==> config.mk <==
export PLATFORM = sky130hd
export DESIGN_NAME = cbt_bit_timing
export DESIGN_NICKNAME = d
export VERILOG_FILES = /design/src/include/cbt_pkg.sv /design/src/cbt_bit_timing.sv
export SDC_FILE = /design/constraint.sdc
export NUM_CORES = 1
export LEC_CHECK = 0
export BUFFER_PORTS_ARGS = -buffer_cell sky130_fd_sc_hd__buf_2
export CAP_MARGIN = 30
export CORE_ASPECT_RATIO = 0.7
export CORE_MARGIN = 5
export CORE_UTILIZATION = 55
export CTS_CLUSTER_SIZE = 28
export DETAILED_ROUTE_END_ITERATION = 6
export MAX_ROUTING_LAYER = met4
export PLACE_DENSITY_LB_ADDON = 0.12
export SLEW_MARGIN = 15
export SYNTH_ARGS = -nofsm -noshare
export SYNTH_HDL_FRONTEND = slang
export SYNTH_SLANG_ARGS = --single-unit
export TNS_END_PERCENT = 30
==> constraint.sdc <==
create_clock -name clock -period 5.2 [get_ports clock]
set_input_delay 1.56 -clock clock [delete_from_list [all_inputs] [get_ports clock]]
set_output_delay 1.56 -clock clock [all_outputs]
set_load 0.01 [all_outputs]
==> src/include/cbt_pkg.sv <==
/*
  cbt_pkg: constants shared by the CAN bit timing block.
  Assumes a 32-bit AXI4-Lite register bus and a 40 MHz module clock.
*/
package cbt_pkg;
  // register byte offsets
  localparam logic [11:0] CBT_OFF_CONFIG  = 12'h00c;  // bit timing configuration
  localparam logic [11:0] CBT_OFF_CONTROL = 12'h004;  // run control
  localparam logic [11:0] CBT_OFF_STATUS  = 12'h008;  // live state, read only

  // configuration word field positions
  localparam int CBT_BRP_LSB  = 0;   // prescaler minus one, 6 bits
  localparam int CBT_SJW_LSB  = 6;   // jump width minus one, 2 bits
  localparam int CBT_SEG1_LSB = 8;   // segment before sample minus one, 4 bits
  localparam int CBT_SEG2_LSB = 12;  // segment after sample minus one, 3 bits
  localparam logic [15:0] CBT_CONFIG_MASK  = 16'h7fff;  // bit 15 reserved
  localparam logic [15:0] CBT_CONFIG_RESET = 16'h2301;  // value after reset
  localparam logic        CBT_RUN_RESET    = 1'b0;      // stopped after reset

  // bus idle detection: recessive bits in a row
  localparam logic [3:0] CBT_IDLE_BITS = 4'hb;

  // axi responses
  localparam logic [1:0] CBT_RESP_OKAY   = 2'h0;
  localparam logic [1:0] CBT_RESP_SLVERR = 2'h2;

  // register selector produced by the address decoder
  typedef enum logic [1:0] {CBT_SEL_CONFIG, CBT_SEL_CONTROL, CBT_SEL_STATUS,
                            CBT_SEL_NONE} cbt_sel_t;

  // segment states of one bit
  typedef enum logic [1:0] {CBT_SYNC, CBT_SEG1, CBT_SEG2} cbt_state_t;
endpackage

==> src/cbt_bit_timing.sv <==
/*
  cbt_bit_timing: time quantum prescaler, bit segment sequencer with hard
  and re-synchronisation, sample point and transmit bit hand-off, behind an
  AXI4-Lite register slave.
  Assumes canRx and txBitNext are synchronous to clock; the frame level
  engine (stuffing, crc, errors) sits outside and feeds txBitNext.
*/
// How it works
// - quantum is prescaler field plus one clocks
// - bit runs sync, prop, phase one, phase two
// - propagation segment spans one to eight quanta
// - late edge lengthens first phase buffer
// - early edge shortens second phase buffer
// - jump width one to four, within phases
// - one resync shift limited by jump width
// - phase error is distance from sync
// - fields hold functional value minus one
// - bit time is seg1 plus seg2 plus three
// - fields packed seg2, seg1, jump, prescaler
// - sequencer evaluated once per time quantum
// - idle detector chooses hard or soft synchronisation
// - sample point takes rx, picks tx bit
// - processing time is zero quanta
// - short phase two keeps bus timing right
// - bit holds three to twenty-five quanta
// - rates 25 to 1000 kbit/s at 40 MHz
`timescale 1ns/1ps
module cbt_bit_timing #(
  parameter int ADDR_W = 12  // axi address width
) (
  input  wire logic              clock,
  input  wire logic              reset_n,
  input  wire logic [ADDR_W-1:0] s_axi_awaddr,
  input  wire logic              s_axi_awvalid,
  output logic                   s_axi_awready,
  input  wire logic [31:0]       s_axi_wdata,
  input  wire logic [3:0]        s_axi_wstrb,
  input  wire logic              s_axi_wvalid,
  output logic                   s_axi_wready,
  output logic [1:0]             s_axi_bresp,
  output logic                   s_axi_bvalid,
  input  wire logic              s_axi_bready,
  input  wire logic [ADDR_W-1:0] s_axi_araddr,
  input  wire logic              s_axi_arvalid,
  output logic                   s_axi_arready,
  output logic [31:0]            s_axi_rdata,
  output logic [1:0]             s_axi_rresp,
  output logic                   s_axi_rvalid,
  input  wire logic              s_axi_rready,
  input  wire logic              canRx,
  output logic                   canTx,
  input  wire logic              txBitNext,
  output logic                   samplePoint,
  output logic                   sampledBit,
  output logic                   bitStart,
  output logic                   busIdle
);

  // address decode, shared by read and write paths
  function automatic cbt_pkg::cbt_sel_t decodeSel(input logic [ADDR_W-1:0] a);
    logic [11:0] off;
    off = 12'(a);
    if (off == cbt_pkg::CBT_OFF_CONFIG) decodeSel = cbt_pkg::CBT_SEL_CONFIG;
    else if (off == cbt_pkg::CBT_OFF_CONTROL) decodeSel = cbt_pkg::CBT_SEL_CONTROL;
    else if (off == cbt_pkg::CBT_OFF_STATUS) decodeSel = cbt_pkg::CBT_SEL_STATUS;
    else decodeSel = cbt_pkg::CBT_SEL_NONE;
  endfunction

  // smaller of two quanta counts
  function automatic logic [4:0] minQ(input logic [4:0] a, input logic [4:0] b);
    minQ = (a < b) ? a : b;
  endfunction

  // registers
  logic [15:0]       config_reg;    // bit timing configuration word
  logic              run_reg;       // sequencer enable
  logic [ADDR_W-1:0] awAddr_reg;    // captured write address
  logic              awHeld_reg;    // write address taken
  logic [31:0]       wData_reg;     // captured write data
  logic [3:0]        wStrb_reg;     // captured byte enables
  logic              wHeld_reg;     // write data taken
  logic [5:0]        preCnt_reg;    // prescaler counter
  logic              qTick_reg;     // one clock per quantum
  cbt_pkg::cbt_state_t state_reg;   // current segment
  logic [4:0]        cnt_reg;       // quanta done in segment
  logic [4:0]        lim_reg;       // length of current segment
  logic              rxPrev_reg;    // bus level one quantum ago
  logic              synced_reg;    // resync already used in this bit
  logic              txLatch_reg;   // bit to drive at next sync
  logic [3:0]        idleCnt_reg;   // recessive bits in a row

  // field extraction; every field holds functional value minus one
  wire logic [5:0] brpField  = config_reg[cbt_pkg::CBT_BRP_LSB +: 6];
  wire logic [1:0] sjwField  = config_reg[cbt_pkg::CBT_SJW_LSB +: 2];
  wire logic [3:0] seg1Field = config_reg[cbt_pkg::CBT_SEG1_LSB +: 4];
  wire logic [2:0] seg2Field = config_reg[cbt_pkg::CBT_SEG2_LSB +: 3];
  // functional lengths in quanta; seg1 covers prop plus phase one
  wire logic [4:0] seg1Len = 5'({1'b0, seg1Field}) + 5'h01;
  wire logic [4:0] seg2Len = 5'({2'b00, seg2Field}) + 5'h01;
  wire logic [4:0] sjwLen  = 5'({3'b000, sjwField}) + 5'h01;

  // write path decode
  wire cbt_pkg::cbt_sel_t wSel = decodeSel(awAddr_reg);
  wire logic doWrite   = awHeld_reg && wHeld_reg && !s_axi_bvalid;
  wire logic wrConfig  = doWrite && (wSel == cbt_pkg::CBT_SEL_CONFIG);
  wire logic wrControl = doWrite && (wSel == cbt_pkg::CBT_SEL_CONTROL);
  wire logic wrBad     = (wSel == cbt_pkg::CBT_SEL_NONE) || (wSel == cbt_pkg::CBT_SEL_STATUS);
  // byte lanes apply to the two low bytes; reserved bit stays zero
  wire logic [15:0] laneMask  = {{8{wStrb_reg[1]}}, {8{wStrb_reg[0]}}};
  wire logic [15:0] configNew = ((config_reg & ~laneMask) | (wData_reg[15:0] & laneMask))
                                & cbt_pkg::CBT_CONFIG_MASK;

  // read path decode
  wire cbt_pkg::cbt_sel_t rSel = decodeSel(s_axi_araddr);
  wire logic [31:0] statusWord = {24'h000000, 1'b0, synced_reg, idleCnt_reg == cbt_pkg::CBT_IDLE_BITS,
                                  sampledBit, canTx, 1'b0, state_reg};
  wire logic [31:0] readWord =
      (rSel == cbt_pkg::CBT_SEL_CONFIG)  ? {16'h0000, config_reg} :
      (rSel == cbt_pkg::CBT_SEL_CONTROL) ? {31'h00000000, run_reg} :
      (rSel == cbt_pkg::CBT_SEL_STATUS)  ? statusWord : 32'h00000000;

  // sequencer decode, all terms but preWrap used only on a quantum tick
  wire logic edgeSeen = rxPrev_reg && !canRx;                            // recessive to dominant
  wire logic hardSync = edgeSeen && busIdle;
  wire logic reSync   = edgeSeen && !busIdle && !synced_reg;
  // late edge: error counts quanta since sync ended
  wire logic [4:0] lateErr  = cnt_reg + 5'h01;
  wire logic [4:0] seg1Eff  = (reSync && state_reg == cbt_pkg::CBT_SEG1)
                              ? lim_reg + minQ(lateErr, sjwLen) : lim_reg;
  // early edge: error counts quanta left to next sync
  wire logic [4:0] earlyErr = lim_reg - cnt_reg;
  wire logic earlyRestart   = reSync && state_reg == cbt_pkg::CBT_SEG2 && earlyErr <= sjwLen;
  wire logic [4:0] seg2Eff  = (reSync && state_reg == cbt_pkg::CBT_SEG2 && !earlyRestart)
                              ? lim_reg - sjwLen : lim_reg;
  wire logic seg1Done = (state_reg == cbt_pkg::CBT_SEG1) && (lateErr >= seg1Eff);
  wire logic seg2Done = (state_reg == cbt_pkg::CBT_SEG2) && (cnt_reg + 5'h01 >= seg2Eff);
  wire logic preWrap  = (preCnt_reg == brpField);

  // configuration and control registers
  always_ff @(posedge clock or negedge reset_n) begin
    if (!reset_n) begin
      config_reg <= cbt_pkg::CBT_CONFIG_RESET;
      run_reg    <= cbt_pkg::CBT_RUN_RESET;
    end else begin
      if (wrConfig) config_reg <= configNew;
      if (wrControl && wStrb_reg[0]) run_reg <= wData_reg[0];
    end
  end

  // write address and data capture, either order
  always_ff @(posedge clock or negedge reset_n) begin
    if (!reset_n) begin
      awHeld_reg    <= 1'b0;
      wHeld_reg     <= 1'b0;
      awAddr_reg    <= '0;
      wData_reg     <= 32'h00000000;
      wStrb_reg     <= 4'h0;
      s_axi_awready <= 1'b1;
      s_axi_wready  <= 1'b1;
    end else begin
      if (s_axi_awvalid && s_axi_awready) begin
        awAddr_reg    <= s_axi_awaddr;
        awHeld_reg    <= 1'b1;
        s_axi_awready <= 1'b0;
      end
      if (s_axi_wvalid && s_axi_wready) begin
        wData_reg    <= s_axi_wdata;
        wStrb_reg    <= s_axi_wstrb;
        wHeld_reg    <= 1'b1;
        s_axi_wready <= 1'b0;
      end
      // held halves drop once the write is done
      if (doWrite) begin
        awHeld_reg <= 1'b0;
        wHeld_reg  <= 1'b0;
      end
      // readiness returns only after the response is accepted
      if (s_axi_bvalid && s_axi_bready) begin
        s_axi_awready <= 1'b1;
        s_axi_wready  <= 1'b1;
      end
    end
  end

  // write response
  always_ff @(posedge clock or negedge reset_n) begin
    if (!reset_n) begin
      s_axi_bvalid <= 1'b0;
      s_axi_bresp  <= cbt_pkg::CBT_RESP_OKAY;
    end else if (doWrite) begin
      s_axi_bvalid <= 1'b1;
      s_axi_bresp  <= wrBad ? cbt_pkg::CBT_RESP_SLVERR : cbt_pkg::CBT_RESP_OKAY;
    end else if (s_axi_bready) begin
      s_axi_bvalid <= 1'b0;
    end
  end

  // read channel, one word per address
  always_ff @(posedge clock or negedge reset_n) begin
    if (!reset_n) begin
      s_axi_arready <= 1'b1;
      s_axi_rvalid  <= 1'b0;
      s_axi_rdata   <= 32'h00000000;
      s_axi_rresp   <= cbt_pkg::CBT_RESP_OKAY;
    end else if (s_axi_arvalid && s_axi_arready) begin
      s_axi_arready <= 1'b0;
      s_axi_rvalid  <= 1'b1;
      s_axi_rdata   <= readWord;
      s_axi_rresp   <= (rSel == cbt_pkg::CBT_SEL_NONE) ? cbt_pkg::CBT_RESP_SLVERR
                                                       : cbt_pkg::CBT_RESP_OKAY;
    end else if (s_axi_rvalid && s_axi_rready) begin
      s_axi_rvalid  <= 1'b0;
      s_axi_arready <= 1'b1;
    end
  end

  // prescaler: a tick every brpField+1 clocks while running
  always_ff @(posedge clock or negedge reset_n) begin
    if (!reset_n) begin
      preCnt_reg <= 6'h00;
      qTick_reg  <= 1'b0;
    end else begin
      qTick_reg  <= run_reg && preWrap;
      preCnt_reg <= (!run_reg || preWrap) ? 6'h00 : preCnt_reg + 6'h01;
    end
  end

  // segment sequencer, advanced only on a quantum tick
  always_ff @(posedge clock or negedge reset_n) begin
    if (!reset_n) begin
      state_reg  <= cbt_pkg::CBT_SYNC;
      cnt_reg    <= 5'h00;
      lim_reg    <= 5'h01;
      rxPrev_reg <= 1'b1;
      synced_reg <= 1'b0;
    end else if (!run_reg && !qTick_reg) begin
      // stopped: park in sync so a new config never meets a stale limit
      state_reg  <= cbt_pkg::CBT_SYNC;
    end else if (qTick_reg) begin
      rxPrev_reg <= canRx;
      if (hardSync || earlyRestart) begin
        // edge quantum counts as the sync segment of a new bit
        state_reg  <= cbt_pkg::CBT_SEG1;
        cnt_reg    <= 5'h00;
        lim_reg    <= seg1Len;
        synced_reg <= 1'b1;
      end else begin
        if (reSync) synced_reg <= 1'b1;
        case (state_reg)
          cbt_pkg::CBT_SYNC: begin
            // sync segment lasts exactly one quantum
            state_reg  <= cbt_pkg::CBT_SEG1;
            cnt_reg    <= 5'h00;
            lim_reg    <= seg1Len;
            synced_reg <= 1'b0;
          end
          cbt_pkg::CBT_SEG1: begin
            if (seg1Done) begin
              state_reg <= cbt_pkg::CBT_SEG2;
              cnt_reg   <= 5'h00;
              lim_reg   <= seg2Len;
            end else begin
              cnt_reg <= cnt_reg + 5'h01;
              lim_reg <= seg1Eff;
            end
          end
          cbt_pkg::CBT_SEG2: begin
            // a shortened phase two may end at once; timing still holds
            if (seg2Done) begin
              state_reg <= cbt_pkg::CBT_SYNC;
              cnt_reg   <= 5'h00;
            end else begin
              cnt_reg <= cnt_reg + 5'h01;
              lim_reg <= seg2Eff;
            end
          end
          default: begin
            state_reg <= cbt_pkg::CBT_SYNC;
            cnt_reg   <= 5'h00;
          end
        endcase
      end
    end
  end

  // sample point and transmit hand-off; zero processing time needed
  always_ff @(posedge clock or negedge reset_n) begin
    if (!reset_n) begin
      samplePoint <= 1'b0;
      sampledBit  <= 1'b1;
      txLatch_reg <= 1'b1;
      bitStart    <= 1'b0;
      canTx       <= 1'b1;
    end else begin
      samplePoint <= qTick_reg && seg1Done && !hardSync && !earlyRestart;
      if (qTick_reg && seg1Done && !hardSync && !earlyRestart) begin
        sampledBit  <= canRx;
        txLatch_reg <= txBitNext;
      end
      // new bit begins at a sync quantum, a hard sync edge or an early edge that restarts the bit
      bitStart <= qTick_reg && (state_reg == cbt_pkg::CBT_SYNC || hardSync || earlyRestart);
      // drive the new level as sync begins, so our own edge falls in sync
      if (qTick_reg && (seg2Done || hardSync || earlyRestart))
        canTx <= txLatch_reg;
    end
  end

  // idle detector picks hard sync after a run of recessive bits
  always_ff @(posedge clock or negedge reset_n) begin
    if (!reset_n) begin
      idleCnt_reg <= cbt_pkg::CBT_IDLE_BITS;
      busIdle     <= 1'b1;
    end else begin
      if (samplePoint) begin
        if (!sampledBit) idleCnt_reg <= 4'h0;
        else if (idleCnt_reg != cbt_pkg::CBT_IDLE_BITS) idleCnt_reg <= idleCnt_reg + 4'h1;
      end
      busIdle <= (idleCnt_reg == cbt_pkg::CBT_IDLE_BITS) && !(samplePoint && !sampledBit);
    end
  end

  // helper: quanta since the last bit start, for the bit length check
  logic [5:0] bitQuanta;
  always_ff @(posedge clock or negedge reset_n) begin
    if (!reset_n) bitQuanta <= 6'h00;
    else if (bitStart) bitQuanta <= 6'h00;
    else if (!run_reg) bitQuanta <= 6'h00;
    else if (qTick_reg && bitQuanta != 6'h3f) bitQuanta <= bitQuanta + 6'h01;
  end

  property p_prescale;
    @(posedge clock) disable iff (!reset_n)
      (run_reg && preWrap) |=> qTick_reg;
  endproperty
  a_prescale: assert property (p_prescale) else $error("quantum tick missing");

  property p_no_tick_stopped;
    @(posedge clock) disable iff (!reset_n)
      !run_reg |=> !qTick_reg;
  endproperty
  a_no_tick_stopped: assert property (p_no_tick_stopped) else $error("tick while stopped");

  property p_sync_one;
    @(posedge clock) disable iff (!reset_n)
      (qTick_reg && state_reg == cbt_pkg::CBT_SYNC) |=> state_reg == cbt_pkg::CBT_SEG1;
  endproperty
  a_sync_one: assert property (p_sync_one) else $error("sync not one quantum");

  property p_seg1_bound;
    @(posedge clock) disable iff (!reset_n)
      state_reg == cbt_pkg::CBT_SEG1 |-> lim_reg <= seg1Len + sjwLen;
  endproperty
  a_seg1_bound: assert property (p_seg1_bound) else $error("phase one over jump");

  property p_seg2_bound;
    @(posedge clock) disable iff (!reset_n)
      state_reg == cbt_pkg::CBT_SEG2 |-> lim_reg <= seg2Len;
  endproperty
  a_seg2_bound: assert property (p_seg2_bound) else $error("phase two lengthened");

  property p_sample_seg;
    @(posedge clock) disable iff (!reset_n)
      samplePoint |-> $past(state_reg) == cbt_pkg::CBT_SEG1 && state_reg == cbt_pkg::CBT_SEG2;
  endproperty
  a_sample_seg: assert property (p_sample_seg) else $error("sample off boundary");

  property p_tx_hand;
    @(posedge clock) disable iff (!reset_n)
      bitStart |-> canTx == $past(txLatch_reg);
  endproperty
  a_tx_hand: assert property (p_tx_hand) else $error("tx not from latch");

  property p_bit_len;
    @(posedge clock) disable iff (!reset_n)
      bitQuanta <= 6'(seg1Len) + 6'(seg2Len) + 6'(sjwLen) + 6'h01 || $past(wrConfig);
  endproperty
  a_bit_len: assert property (p_bit_len) else $error("bit too long");

  property p_cfg_write;
    @(posedge clock) disable iff (!reset_n)
      wrConfig |=> config_reg == $past(configNew);
  endproperty
  a_cfg_write: assert property (p_cfg_write) else $error("config not stored");

  property p_bhold;
    @(posedge clock) disable iff (!reset_n)
      (s_axi_bvalid && !s_axi_bready) |=> s_axi_bvalid && $stable(s_axi_bresp);
  endproperty
  a_bhold: assert property (p_bhold) else $error("write response dropped");

endmodule
==> run_results.csv <==
group,metric,value,unit
status,status,"finished clean",
sta,period_needed,4.916,ns
grt,grt.overflow.total,0,
grt,grt_max_degree,77,
cts,clockRootBuffer,"clkbuf_16",
placed_design,portBuffers,76,
floorplan,dieWidth,130.3,µm
cts,cts_tree,"built",
detailed_routing,firstDrtPassIters,4,
cts,clk_transition_reported_paths,0.07,ns
yosys,ys_warn_count,0,
flow_run,drv_cap,0,
yosys,synth-edff-count,0,
detailed_routing,wl,12160,µm
yosys,dominantRegCellSynth,"dfrtp_1",
placed_design,hpwl,9253,µm
worst_setup_path,crit_fanout,8,
yosys,yosysSeqAreaShare,0.4525,
worst_setup_path,regToRegSetupSlack,0.28,ns
worst_setup_path,critical_path_arrival,5.12,ns
cts,insertion_delay,0.34,ns
layout,layout-area-overhead-vs-synth,14.25,%
cts,cts_inserted_buffers,9,
sta,slew_headroom,0.4156,
grt,grt_antenna_before_repair,0,
yosys,synth-seq-cells,100,
yosys,syn_area_per_cell,10.97,µm²
pwr,p_leak,3.083,nW
worst_setup_path,reg2reg_to,"state_reg[1]",
sta,tns,0,ns
detailed_routing,dr.first_iter.drc_count,243,
worst_setup_path,start_kind,"register",
layout,nNetsFinal,695,
layout,antennaDiodeCount,0,
detailed_routing,ant_nets,0,
floorplan,start_util,0.5690,
pwr,finalPower,0.002066,W
layout,fillerInstances,804,
worst_hold_path,hold_end,"s_axi_rdata[0]",
pwr,powerDensity,324.4,mW/mm²
cts,cts_sinks,100,
floorplan,core_area,0.009797,mm²
detailed_routing,drc_errors,0,
cts,post_cts_buffers,0,
layout,fin_area,0.006369,mm²
cts,htreeDepth,3,
sta,drv_slew,0,
detailed_routing,vias,4038,
yosys,ys_async_sr_fraction,1.000,
detailed_routing,vias_per_cell,5.608,
floorplan,die_h,94.23,µm
worst_hold_path,worstHoldPathType,"reg -> reg",
layout,final_layout_size_suffix_gt1_frac,0.2939,
worst_hold_path,worst_hold_startpoint,"s_axi_rdata[0]",
layout,utilization,0.6501,
floorplan,die-area,0.01228,mm²
grt,grt_pass1_vias,4068,
placed_design,placed_area,0.006017,mm²
yosys,postSynthCellCount,508,
worst_setup_path,rr_startpoint,"cnt_reg[0]",
sta,worstMarginPinSlew,0.8734,ns
cts,ctsHoldBuffers,0,
floorplan,num_rows,30,
worst_setup_path,crit_type,"reg -> reg",
pwr,ir_drop,0.3113,mV
yosys,synth_cell_types,63,
detailed_routing,wire_per_inst,16.88,µm
cts,cts-resized-gates,0,
sta,fmax,0.2034,GHz
sta,fin_crit_sh,0.9454,
sta,rsz0062_at_grt,"false",
worst_hold_path,min_path_cells,2,
sta,setup_viol,0,
worst_setup_path,endpoint_kind,"register",
worst_setup_path,worstPathRequired,5.40,ns
yosys,synth_area,0.005574,mm²
cts,clockBufferDepth,2,
worst_setup_path,r2r_cells,18,
grt,grt_usage,0.2168,
sta,hold_viol,0,
sta,fin_skew,0.007066,ns
placed_design,gp_congestion,0.9081,
grt,grt_first_pass_wirelength,20050,µm
floorplan,pin_count,115,
-- cell usage in the layout (no fill, tap or decap), types with 5 or more instances in the layout --
master	Yosys	layout
a21o_1	8	8
a21oi_1	21	21
a22o_1	9	9
a31oi_1	6	6
and3_1	5	5
buf_2	2	75
buf_4	19	5
clkbuf_16	0	9
conb_1	1	20
dfrtp_1	84	84
dfstp_2	16	16
ha_1	36	36
inv_1	36	36
mux2_2	50	50
mux2i_1	12	12
nand2_1	35	35
nand3_1	14	14
nor2_1	22	22
nor2b_1	9	9
nor4_1	6	6
o21ai_0	20	20
o22ai_1	6	6
xnor2_1	14	14
xor2_1	9	9
-- critical path, stage by stage (launching register included) --
cell	delay (ns)
dfrtp_1	0.57
ha_1	0.22
inv_1	0.05
fa_1	0.41
xor2_1	0.18
ha_1	0.29
nor2_1	0.04
a31oi_1	0.23
and2_1	0.19
o311a_1	0.45
mux2i_1	0.39
ha_1	0.30
nor2b_1	0.10
o21ai_0	0.18
a21oi_1	0.18
o21ai_0	0.08
o21ai_1	0.54
mux2i_1	0.27
o32ai_1	0.09
-- worst max-delay path by stage --
stage	cells after the start	to	slack, ns	from
after floorplan	18	lim_reg[4]	0.95	lim_reg[0]
after global placement	11	lim_reg[4]	0.42	canRx
after detailed placement	11	lim_reg[4]	0.32	canRx
after CTS	17	lim_reg[4]	0.29	cnt_reg[0]
after global routing	18	state_reg[1]	0.02	cnt_reg[0]
final	18	state_reg[1]	0.28	cnt_reg[0]
-- per-stage QoR --
stage | cells | setup WS [ns] | hold WS (ns)
after floorplan | 527 | 0.9485 | 0.4558
after global routing | 720 | 0.01559 | 0.4957
after CTS | 719 | 0.2936 | 0.4845
final | 720 | 0.2837 | 0.4808
after global placement | 703 | 0.4192 | 0.4613
after detailed placement | 703 | 0.3214 | 0.4694
-- synth_stat cells (all sizes together), types with 14 or more instances --
cell	n	share of area
nand3	14	0.013
inv	36	0.024
dfrtp	84	0.38
buf	24	0.031
a21oi	22	0.020
nand2	35	0.024
xnor2	15	0.027
o21ai	23	0.021
ha	36	0.081
nor2	22	0.015
mux2	51	0.10
dfstp	16	0.075
-- layer usage --
layer	vias up	wire [µm]	global-route usage
met5	-	0	-
li1	1922	-	-
met3	19	768	0.05341
met4	0	224	0.06142
met2	112	5427	0.3144
met1	1985	5737	0.3039
-- where the power goes --
group | internal [W] | leakage (nW) | switching, W
clock | 0.000419 | 0.155 | 0.000282
sequential | 0.000929 | 1.25 | 0.0000835
combinational | 0.000186 | 1.67 | 0.000166
-- cell type report --
cell class	count	area (µm²)	area share
Clock buffer	9	225.2	0.03536
Tap cell	128	160.2	0.02515
Multi-Input combinational cell	359	2794	0.4387
Timing Repair Buffer	81	440.4	0.06916
Sequential cell	100	2522	0.3961
Clock inverter	7	91.34	0.01434
Inverter	36	135.1	0.02122
-- kinds of logic (layout without fill, tap and decap cells) --
kind of cell,Yosys count,after routing,synth area share
xor+xnor,24,24,0.04108
flops,100,100,0.4525
fa+ha+maj,39,39,0.09158
mux,64,64,0.1293
simple gates,108,108,0.09495
compound gates,104,104,0.1295
buf+inv,68,133,0.06038
other cells,1,20,0.0006728
No activity file was read; power rests on OpenSTA's default activity.
